<file path="config.mk">
export PLATFORM = sky130hd
export DESIGN_NAME = scrx_top
export DESIGN_NICKNAME = d
export VERILOG_FILES = /design/src/hdl/scrx_pkg.sv /design/src/hdl/scrx_top.sv
export SDC_FILE = /design/constraint.sdc
export NUM_CORES = 1
export LEC_CHECK = 0
export ABC_AREA = 1
export BUFFER_PORTS_ARGS = -buffer_cell sky130_fd_sc_hd__buf_2
export CORE_ASPECT_RATIO = 1.4
export CORE_MARGIN = 1
export CORE_UTILIZATION = 25
export DETAILED_ROUTE_END_ITERATION = 8
export PLACE_DENSITY_LB_ADDON = 0.25
export SLEW_MARGIN = 20
export SYNTH_ARGS = -nofsm -noshare
export SYNTH_HDL_FRONTEND = slang
export SYNTH_SLANG_ARGS = --single-unit
</file>
<file path="constraint.sdc">
create_clock -name i_ref_clk -period 1.7 [get_ports i_ref_clk]
set_input_delay 0.34 -clock i_ref_clk [delete_from_list [all_inputs] [get_ports i_ref_clk]]
set_output_delay 0.34 -clock i_ref_clk [all_outputs]
set_load 0.05 [all_outputs]
</file>
<file path="src/hdl/scrx_pkg.sv">
package scrx_pkg;

    // ****************************************
    // register byte addresses
    // ****************************************
    localparam logic [7:0] ADDR_MODE = 8'h00;
    localparam logic [7:0] ADDR_CTRL = 8'h04;
    localparam logic [7:0] ADDR_STAT = 8'h08;
    localparam logic [7:0] ADDR_RXD  = 8'h0C;
    localparam logic [7:0] ADDR_TXD  = 8'h10;

    // ****************************************
    // field positions
    // ****************************************
    localparam int MD_CARD = 0; // smart-card mode
    localparam int MD_GM   = 1; // clock_output_mode_bit
    localparam int MD_ODD  = 2; // odd parity
    localparam int CT_TE   = 0; // transmit_enable
    localparam int CT_RE   = 1; // receive_enable
    localparam int CT_RIE  = 2; // receive_irq_enable
    localparam int CT_TIE  = 3; // transmit irq enable
    localparam int CT_TRANSMIT_END_IRQ_ENABLE = 4; // transmit_end_irq_enable
    localparam int CT_CLOCK_OUTPUT_ENABLE = 5; // clock_output_enable
    localparam int CT_CLOCK_LEVEL_SELECT = 6; // clock_level_select
    localparam int FL_TRANSMIT_EMPTY_FLAG = 0; // transmit_empty_flag
    localparam int FL_RECEIVE_FULL_FLAG = 1; // receive_full_flag
    localparam int FL_OVERRUN_FLAG = 2; // overrun_flag
    localparam int FL_FER  = 3; // framing_error_flag
    localparam int FL_PER  = 4; // parity_error_flag
    localparam int FL_TRANSMIT_END_FLAG = 5; // transmit_end_flag
    localparam int FL_ERS  = 6; // error_signal_flag

    // ****************************************
    // reset values and counts
    // ****************************************
    localparam logic [2:0]  MODE_RST = 3'h0;
    localparam logic [6:0]  CTRL_RST = 7'h00;
    localparam logic [6:0]  FLAG_RST = 7'h21;
    localparam logic [11:0] ETU_CYC  = 12'h020;
    localparam logic [11:0] ETU_HALF = 12'h010;
    localparam logic [7:0]  SCK_HALF = 8'h04;
    localparam logic [3:0]  BIT_PAR  = 4'h9;
    localparam logic [3:0]  BIT_END  = 4'hA;

    // receiver states
    typedef enum logic [1:0] {
        RX_IDLE  = 2'b00,
        RX_START = 2'b01,
        RX_BITS  = 2'b10,
        RX_ERR   = 2'b11
    } scrx_rx_state_type;

    // whole block state
    typedef struct packed {
        logic              ack;
        logic [7:0]        rdat;
        logic [2:0]        mode;
        logic [6:0]        ctrl;
        logic [6:0]        flg;
        logic [7:0]        rxd;
        logic [7:0]        txd;
        logic [7:0]        sh;
        logic              parb;
        scrx_rx_state_type rxs;
        logic [3:0]        bitn;
        logic [11:0]       cnt;
        logic [2:0]        sync;
        logic              sd_oe;
        logic              sck;
        logic              sck_run;
        logic [7:0]        ck_cnt;
        logic              receive_full_irq;
        logic              transmit_empty_irq;
        logic              receive_error_irq;
        logic              transmit_end_irq;
    } scrx_state_type;

endpackage

</file>
<file path="src/hdl/scrx_top.sv">
`timescale 1ns/1ps
module scrx_top (
    // clock, reset, enable
    input  wire logic        i_ref_clk,
    input  wire logic        i_arst_n,
    input  wire logic        i_ce,
    // wishbone slave
    input  wire logic        i_wb_cyc,
    input  wire logic        i_wb_stb,
    input  wire logic        i_wb_we,
    input  wire logic [7:0]  i_wb_adr,
    input  wire logic [3:0]  i_wb_sel,
    input  wire logic [31:0] i_wb_dat,
    output logic      [31:0] o_wb_dat,
    output logic             o_wb_ack,
    // serial data line, open drain
    input  wire logic        i_sd,
    output logic             o_sd_out,
    output logic             o_sd_oe,
    // serial clock pin
    output logic             o_sck,
    // transmit engine events
    input  wire logic        i_tx_taken,
    input  wire logic        i_tx_done,
    input  wire logic        i_tx_retry,
    input  wire logic        i_err_sig,
    output logic      [7:0]  o_tx_data,
    // transfer controller acks
    input  wire logic        i_dtc_rx_ack,
    input  wire logic        i_dtc_tx_ack,
    // interrupt requests
    output logic             o_rxi,
    output logic             o_txi,
    output logic             o_eri,
    output logic             o_tei
);

    // ****************************************
    // state registers
    // ****************************************
    scrx_pkg::scrx_state_type st_reg;  // present
    scrx_pkg::scrx_state_type st_next; // next

    // ****************************************
    // next-state logic
    // ****************************************
    // all decisions in one place; set wins
    // over clear because sets come last
    always_comb begin
        logic       req;
        logic       wr;
        logic       card;
        logic       lvl;
        logic       perr;
        logic       ferr;
        logic       ovr;
        logic [6:0] f;
        req  = 1'b0;
        wr   = 1'b0;
        card = 1'b0;
        lvl  = 1'b0;
        perr = 1'b0;
        ferr = 1'b0;
        ovr  = 1'b0;
        f    = st_reg.flg;
        st_next = st_reg;

        card = st_reg.mode[scrx_pkg::MD_CARD];
        lvl  = st_reg.ctrl[scrx_pkg::CT_CLOCK_LEVEL_SELECT];

        // pin synchroniser, oldest stage last
        st_next.sync = {st_reg.sync[1:0], i_sd};

        // ------------------------------------
        // bus slave: ack one cycle after req
        // ------------------------------------
        req = i_wb_cyc & i_wb_stb;
        st_next.ack = req & ~st_reg.ack;
        // write only on the acked cycle
        wr = req & i_wb_we & st_reg.ack
             & i_wb_sel[0];

        // read data mux
        if (i_wb_adr == scrx_pkg::ADDR_MODE) begin
            st_next.rdat = {5'h00, st_reg.mode};
        end else if (i_wb_adr
                     == scrx_pkg::ADDR_CTRL) begin
            st_next.rdat = {1'b0, st_reg.ctrl};
        end else if (i_wb_adr
                     == scrx_pkg::ADDR_STAT) begin
            st_next.rdat = {1'b0, st_reg.flg};
        end else if (i_wb_adr
                     == scrx_pkg::ADDR_RXD) begin
            st_next.rdat = st_reg.rxd;
        end else if (i_wb_adr
                     == scrx_pkg::ADDR_TXD) begin
            st_next.rdat = st_reg.txd;
        end else begin
            // unmapped reads as zero
            st_next.rdat = 8'h00;
        end

        // register writes
        if (wr) begin
            if (i_wb_adr == scrx_pkg::ADDR_MODE) begin
                st_next.mode = i_wb_dat[2:0];
            end else if (i_wb_adr
                         == scrx_pkg::ADDR_CTRL) begin
                st_next.ctrl = i_wb_dat[6:0];
            end else if (i_wb_adr
                         == scrx_pkg::ADDR_STAT) begin
                // writing 0 clears, 1 keeps
                f = f & i_wb_dat[6:0];
            end else if (i_wb_adr
                         == scrx_pkg::ADDR_TXD) begin
                st_next.txd = i_wb_dat[7:0];
                f[scrx_pkg::FL_TRANSMIT_EMPTY_FLAG] = 1'b0;
                if (card) begin
                    f[scrx_pkg::FL_TRANSMIT_END_FLAG] = 1'b0;
                end
            end
        end

        // ------------------------------------
        // automatic clears by the controller
        // ------------------------------------
        // read clears full
        if (i_dtc_rx_ack) begin
            f[scrx_pkg::FL_RECEIVE_FULL_FLAG] = 1'b0;
        end
        if (i_dtc_tx_ack) begin
            f[scrx_pkg::FL_TRANSMIT_EMPTY_FLAG] = 1'b0;
            if (card) begin
                f[scrx_pkg::FL_TRANSMIT_END_FLAG] = 1'b0;
            end
        end

        // ------------------------------------
        // transmit engine events
        // ------------------------------------
        // shift register loaded, data free
        if (i_tx_taken && !card) begin
            f[scrx_pkg::FL_TRANSMIT_EMPTY_FLAG] = 1'b1;
        end
        if (i_tx_done && !i_tx_retry) begin
            f[scrx_pkg::FL_TRANSMIT_END_FLAG] = 1'b1;
            if (card) begin
                f[scrx_pkg::FL_TRANSMIT_EMPTY_FLAG] = 1'b1;
            end
        end
        if (i_err_sig && card) begin
            f[scrx_pkg::FL_ERS] = 1'b1;
        end

        // ------------------------------------
        // receiver
        // ------------------------------------
        case (st_reg.rxs)
            scrx_pkg::RX_IDLE: begin
                st_next.cnt  = 12'h000;
                st_next.bitn = 4'h0;
                // falling edge on the line
                if (st_reg.ctrl[scrx_pkg::CT_RE]
                    && st_reg.sync[2]
                    && !st_reg.sync[1]) begin
                    st_next.rxs = scrx_pkg::RX_START;
                end
            end
            scrx_pkg::RX_START: begin
                // confirm start at its middle
                if (st_reg.cnt
                    == scrx_pkg::ETU_HALF - 12'h001)
                begin
                    st_next.cnt = 12'h000;
                    if (!st_reg.sync[1]) begin
                        st_next.bitn = 4'h1;
                        st_next.rxs  = scrx_pkg::RX_BITS;
                    end else begin
                        // glitch, back to idle
                        st_next.rxs = scrx_pkg::RX_IDLE;
                    end
                end else begin
                    st_next.cnt = st_reg.cnt + 12'h001;
                end
            end
            scrx_pkg::RX_BITS: begin
                if (st_reg.cnt
                    == scrx_pkg::ETU_CYC - 12'h001)
                begin
                    st_next.cnt  = 12'h000;
                    st_next.bitn = st_reg.bitn + 4'h1;
                    if (st_reg.bitn < scrx_pkg::BIT_PAR)
                    begin
                        // data bits, lsb first
                        st_next.sh = {st_reg.sync[1],
                                      st_reg.sh[7:1]};
                    end else if (st_reg.bitn
                                 == scrx_pkg::BIT_PAR)
                    begin
                        st_next.parb = st_reg.sync[1];
                    end else begin
                        // end of frame, 10.5 units in
                        perr = ^{st_reg.sh, st_reg.parb,
                                 st_reg.mode[
                                     scrx_pkg::MD_ODD]};
                        // stop bit only outside card
                        ferr = ~card & ~st_reg.sync[1];
                        ovr  = st_reg.flg[
                                   scrx_pkg::FL_RECEIVE_FULL_FLAG];
                        if (ovr) begin
                            // old data kept on overrun
                            f[scrx_pkg::FL_OVERRUN_FLAG] = 1'b1;
                        end else begin
                            st_next.rxd = st_reg.sh;
                        end
                        if (perr) begin
                            f[scrx_pkg::FL_PER] = 1'b1;
                        end
                        if (ferr) begin
                            f[scrx_pkg::FL_FER] = 1'b1;
                        end
                        if (!perr && !ferr && !ovr) begin
                            f[scrx_pkg::FL_RECEIVE_FULL_FLAG] = 1'b1;
                        end
                        if (card && perr) begin
                            st_next.sd_oe = 1'b1;
                            st_next.rxs = scrx_pkg::RX_ERR;
                        end else begin
                            st_next.rxs =
                                scrx_pkg::RX_IDLE;
                        end
                    end
                end else begin
                    st_next.cnt = st_reg.cnt + 12'h001;
                end
            end
            scrx_pkg::RX_ERR: begin
                if (st_reg.cnt
                    == scrx_pkg::ETU_CYC - 12'h001)
                begin
                    st_next.cnt   = 12'h000;
                    st_next.sd_oe = 1'b0;
                    st_next.rxs   = scrx_pkg::RX_IDLE;
                end else begin
                    st_next.cnt = st_reg.cnt + 12'h001;
                end
            end
            default: begin
                st_next.rxs = scrx_pkg::RX_IDLE;
            end
        endcase

        // receiver off: abandon frame, free line
        if (!st_reg.ctrl[scrx_pkg::CT_RE]) begin
            st_next.rxs   = scrx_pkg::RX_IDLE;
            st_next.sd_oe = 1'b0;
        end

        st_next.flg = f;

        // ------------------------------------
        // clock output
        // ------------------------------------
        if (!st_reg.sck_run) begin
            // parked at the selected level
            st_next.sck    = lvl;
            st_next.ck_cnt = 8'h00;
            if (st_reg.ctrl[scrx_pkg::CT_CLOCK_OUTPUT_ENABLE]) begin
                st_next.sck_run = 1'b1;
            end
        end else if (!st_reg.ctrl[scrx_pkg::CT_CLOCK_OUTPUT_ENABLE]
                     && !st_reg.mode[scrx_pkg::MD_GM])
        begin
            // without the mode bit stop at once
            st_next.sck_run = 1'b0;
            st_next.sck     = lvl;
        end else if (st_reg.ck_cnt
                     == scrx_pkg::SCK_HALF - 8'h01) begin
            st_next.ck_cnt = 8'h00;
            if (!st_reg.ctrl[scrx_pkg::CT_CLOCK_OUTPUT_ENABLE]) begin
                st_next.sck     = lvl;
                st_next.sck_run = 1'b0;
            end else begin
                st_next.sck = ~st_reg.sck;
            end
        end else begin
            st_next.ck_cnt = st_reg.ck_cnt + 8'h01;
        end

        // ------------------------------------
        // interrupt requests
        // ------------------------------------
        // full irq when enabled
        st_next.receive_full_irq = f[scrx_pkg::FL_RECEIVE_FULL_FLAG]
                      & st_reg.ctrl[scrx_pkg::CT_RIE];
        st_next.receive_error_irq = st_reg.ctrl[scrx_pkg::CT_RIE]
                      & (f[scrx_pkg::FL_OVERRUN_FLAG]
                         | f[scrx_pkg::FL_PER]
                         | (card ? f[scrx_pkg::FL_ERS]
                                 : f[scrx_pkg::FL_FER]));
        st_next.transmit_empty_irq = st_reg.ctrl[scrx_pkg::CT_TIE]
                      & (card ? f[scrx_pkg::FL_TRANSMIT_END_FLAG]
                              : f[scrx_pkg::FL_TRANSMIT_EMPTY_FLAG]);
        st_next.transmit_end_irq = ~card & ~st_next.transmit_empty_irq
                      & f[scrx_pkg::FL_TRANSMIT_END_FLAG]
                      & st_reg.ctrl[scrx_pkg::CT_TRANSMIT_END_IRQ_ENABLE];
    end

    // ****************************************
    // state register
    // ****************************************
    // clock enable low freezes everything
    always_ff @(posedge i_ref_clk or negedge i_arst_n)
    begin
        if (!i_arst_n) begin
            st_reg         <= '0;
            st_reg.mode    <= scrx_pkg::MODE_RST;
            st_reg.ctrl    <= scrx_pkg::CTRL_RST;
            st_reg.flg     <= scrx_pkg::FLAG_RST;
            st_reg.sync    <= 3'h7;
            st_reg.rxs     <= scrx_pkg::RX_IDLE;
        end else if (i_ce) begin
            st_reg <= st_next;
        end
    end

    // ****************************************
    // outputs, all from flops except the constant o_sd_out
    // ****************************************
    assign o_wb_dat  = {24'h000000, st_reg.rdat};
    assign o_wb_ack  = st_reg.ack;
    // line only ever pulled low
    assign o_sd_out  = 1'b0;
    assign o_sd_oe   = st_reg.sd_oe;
    assign o_sck     = st_reg.sck;
    assign o_tx_data = st_reg.txd;
    assign o_rxi     = st_reg.receive_full_irq;
    assign o_txi     = st_reg.transmit_empty_irq;
    assign o_eri     = st_reg.receive_error_irq;
    assign o_tei     = st_reg.transmit_end_irq;

endmodule // scrx_top

</file>
; Yosys cells after proc, flatten, opt, wreduce, memory -nomap -nowiden
; Index checks and enable logic that the tools add are counted.
[word_totals]
regBits = 87
inputBits = 57
output_inout_bits = 48
word_cells = 171
[op_classes]
add_sub_neg = 3
n_lt_le_gt_ge = 1
eq_ne = 24
muxes = 63
bitwise_logic = 26
n_reduce_logical = 33
[ops]
columns = op, count
row1 = 2-to-1 mux 8 bit, 7
row2 = one-hot mux 12 bit (3 select lines), 1
row3 = 2-to-1 mux 1 bit, 29
row4 = 2-to-1 mux 12 bit, 2
row5 = 2-to-1 mux 4 bit, 6
row6 = 2-to-1 mux 7 bit, 3
row7 = inequality test 3 bit (second input constant), 7
row8 = 2-to-1 mux 2 bit, 9
row9 = == test 8 x 4 -> 1 bit (second input constant), 2
row10 = AND reduction 7 bit, 2
row11 = adder 12 x 1 -> 12 bit (second input constant), 1
row12 = bitwise AND 1 bit, 12
row13 = == test 12 x 4 -> 1 bit (second input constant), 1
row14 = == test 12 x 5 -> 1 bit (second input constant), 1
row15 = 2-to-1 mux 6 bit, 2
row16 = one-hot mux 4 bit (3 select lines), 1
row17 = AND reduction 6 bit, 2
row18 = inverter 1 bit, 11
row19 = 2-to-1 mux 10 bit, 1
row20 = AND reduction 5 bit, 2
row21 = parity 10 bit, 1
row22 = logical AND 1 bit, 9
row23 = adder 8 x 1 -> 8 bit (second input constant), 1
row24 = == test 8 x 2 -> 1 bit (second input constant), 1
row25 = other kinds (21), 36

; Depth between registers and ports, before layout
[logic_depth]
depth_word = 16
depth_mapped = 14
mapped_depth_nobuf = 14

; Worst setup path before layout
; No wires, ideal clock.
[synth_path]
path_type = register to register
startpoint = register st_reg, in the netlist o_wb_ack
endpoint = register st_reg, in the netlist o_tx_data[7]
setup_time_ps = 125
arrival_ps = 1633
required_ps = 1575
path_slack_ps = -58
path_stages_with_launch = 7
path_buffers = 0
period_less_slack_ps = 1758
path_cell_list = dfrtp_1 -> nand3_1 -> nor2_2 -> inv_1 -> nor2_4 -> nand4_4 -> mux2_4
[synth_via]
elab_chain_cells = 3
[synth_rtl]
columns = element, line_no
row1 = from (decl), scrx_top.sv:41  ; scrx_pkg::scrx_state_type st_reg;
row2 = from (signal assigned), scrx_top.sv:323  ; st_reg <= st_next;
row3 = bitwise AND 1 bit, scrx_top.sv:80  ; wr = req & i_wb_we & st_reg.ack
row4 = bitwise AND 1 bit, scrx_top.sv:81  ; & i_wb_sel[0];
row5 = AND reduction 6 bit (no line), -
; No other way between the ends.
; A chain may end at the register's enable or synchronous reset.

; Worst setup path in the final report
[layout_path]
startpoint = register st_reg[19] in the netlist's numbering
endpoint = register st_reg[53] in the netlist's numbering
[layout_via]
elab_chain_cells = 2
[layout_rtl]
columns = element, line_no
row1 = == test 12 x 5 -> 1 bit, scrx_top.sv:188  ; == scrx_pkg::ETU_CYC - 12'h001)
row2 = AND reduction 6 bit (no line), -
; No other way between the ends.

==> flow_metrics.env <==
export IMPL_end_kind="register"
export IMPL_maxSlewViolCount=0
export IMPL_grt_util_all_layers_pct=13.4
export IMPL_period_share_pct=97.5
export IMPL_die_h_um=174
export IMPL_syn_avg_cell_area_um2=7.86
export IMPL_wirelength_mm=14.1
export IMPL_crit_type="register to register"
export IMPL_synth_edff_count=0
export IMPL_maxCapViolCount=0
export IMPL_synthFlopType="dfrtp_1"
export IMPL_yosysMostFrequentCell="nand2_1"
export IMPL_layout_drive_gt1_share_pct=29.2
export IMPL_synth_cells=669
export IMPL_crit_family="simple AND/OR/NAND/NOR gates"
export IMPL_clock_latency_ns=0.35
export IMPL_powerDensity_mw_per_mm2=718
export IMPL_yosysTopAreaCellShare_pct=39.0
export IMPL_finalCriticalPeriod_ns=1.66
export IMPL_rr_worst_depth=7
export IMPL_routed_via_density=4.34
export IMPL_first_pass_iters=5
export IMPL_hp_start="i_sd"
export IMPL_hold_path_depth=3
export IMPL_status="completed"
export IMPL_synthTopCellsByArea="dfrtp_1 (39%), nand2_1 (12%), buf_4 (5.9%), inv_1 (5.1%), o21ai_0 (4.6%)"
export IMPL_crit_slowest_cell="dfrtp_1"
export IMPL_std_cell_rows=62
export IMPL_dpl_hpwl_mm=10.7
export IMPL_clock_path_buffers=2
export IMPL_r2r_end="st_reg[53]"
export IMPL_root_buffer="clkbuf_16"
export IMPL_r2r_start="st_reg[19]"
export IMPL_hold_viol=0
export IMPL_fin_worst_skew_ns=0.0114
export IMPL_place_area_mm2=0.00597
export IMPL_setup_tns_ns=0
export IMPL_holdPathEnd="st_next[16]"
export IMPL_area_delta_synth_final_pct=24.3
export IMPL_final_setup_worst_slack_ns=0.0422
export IMPL_cts_tree="done"
export IMPL_ys_top_cells_by_count="nand2_1 (173), dfrtp_1 (82), inv_1 (71)"
export IMPL_core_mm2=0.0206
export IMPL_final_cells=1027
export IMPL_worst_path_buf_inv=0
export IMPL_ios=105
export IMPL_arrival_ns=1.89
export IMPL_port_buffers=52
export IMPL_max_stage_delay_ns=0.39
export IMPL_dieArea_mm2=0.0216
export IMPL_syn_area_mm2=0.00526
export IMPL_synth_seq_cells=87
export IMPL_fmax_mhz=603
export IMPL_antenna_cells=0
export IMPL_grt_pass1_vias=4243
export IMPL_grt_max_degree=33
export IMPL_yosysTopAreaCell="dfrtp_1"
export IMPL_rsz0062_at_grt="true"
export IMPL_first_iter_violations=169
export IMPL_largest_reg_flops=62
export IMPL_dp_slack_ns=-0.0251
export IMPL_cp_start_kind="register"
export IMPL_die_w_um=125
export IMPL_ys_warn_count=0
export IMPL_initial_core_util_pct=25.6
export IMPL_grt_antenna_before_repair=0
export IMPL_drc_errors=0
export IMPL_ys_seq_area_share_pct=41.5
export IMPL_cts_sinks=87
export IMPL_hold_worst_slack_ns=0.189
export IMPL_vias=4459
export IMPL_cp_required_ns=1.93
export IMPL_gp_congestion=0.832
export IMPL_dp_cells=999
export IMPL_vdd_drop_max_mv=0.369
export IMPL_post_drt_wl_per_cell_um=13.8
export IMPL_path_clk_slew_ns=0.07
export IMPL_synthArstFlopShare_pct=100
export IMPL_antenna_left=0
export IMPL_cts_buffers=9
export IMPL_setup_violations=0
export IMPL_reg2reg_slack_ns=0.04
export IMPL_min_path_type="input pin to register"
export IMPL_critPathMaxFanout=4
export IMPL_design_area_mm2=0.00654
export IMPL_synth_cell_types=47
export IMPL_final_nets=832
export IMPL_leakage_uw=0.00324
export IMPL_htree_levels=3
export IMPL_grt_overflow_total=0
export IMPL_grt_pass1_wl_mm=22.7
export IMPL_worstPathCellList="ha_4 > nand2_4 > nor2_4 > nand3_2 > nor2_4 > nand2_4 > mux2_4"
metal layers:
metal | part of all wire, % | global-route usage [%]
met5 | 0 | 0
met4 | 1.6 | 5.47
met3 | 1.9 | 1.27
met2 | 50 | 22.6
met1 | 47 | 17.5
cell families after synthesis:
group,count (synthesis),synth area share [%]
flops,87,41.5
xor+xnor,9,1.50
mux,3,0.762
simple gates,306,26.9
buf+inv,135,13.6
fa+ha+maj,9,2.14
compound gates,119,13.5
other cells,1,0.0713
area by class of cell:
cell class / instances / area (µm²)
Timing Repair Buffer: 118 / 816
Multi-Input combinational cell: 472 / 2610
Fill cell: 2152 / 14000
Inverter: 78 / 300
Clock inverter: 7 / 77.6
Sequential cell: 87 / 2180
Tap cell: 256 / 320
Clock buffer: 9 / 225
power by group:
group          leakage, µW  internal [µW]  total, µW  switching [µW]
Combinational      0.00191            119        480             360
Clock             0.000147           1160       2070             915
Sequential         0.00119           2120       2140            27.3
Total              0.00324           3390       4690            1300
placed cells by master (no fill, tap or decap), drive strengths merged, types with 6 or more instances in the layout:
cell / instances
conb: 25
nand3: 46
a21oi: 17
dfrtp: 82
xor2: 6
nor2: 57
inv: 80
nor3: 7
nand2: 185
nand4: 9
ha: 9
clkbuf: 10
buf: 116
o21ai: 77
o22ai: 7
timing repair:
item                                   CTS  global route
gates cloned                             0             2
resized for setup                        5            39
hold buffers                             1             0
setup endpoints to repair               14            38
endpoints found under the hold margin   21             0
setup buffers                            0             9
pin swaps                                0            12
worst max path at each step:
stage                           from          to  slack, ns  cells past startpoint
after floorplan           st_reg[30]  st_reg[53]       0.09                      7
after global placement    st_reg[18]  st_reg[32]      -0.03                     12
after detailed placement  st_reg[18]  st_reg[34]      -0.03                     12
after CTS                 st_reg[34]  st_reg[35]    -0.0002                     10
after global routing      st_reg[18]  st_reg[32]      -0.06                     12
final                     st_reg[19]  st_reg[53]       0.04                      7
through the flow:
step	util [%]	total power, µW
after floorplan	-	2530
after global placement	29.0	2660
after detailed placement	29.0	2660
after CTS	30.6	4770
after global routing	31.8	4890
final	31.8	4690
tightest hold or removal path, delay by kind of cell:
family	cells	cell delay (ns)
AND/OR/NAND/NOR	2	0.10
buffers and inverters	1	0.10
(Power assumes the default switching activity.)
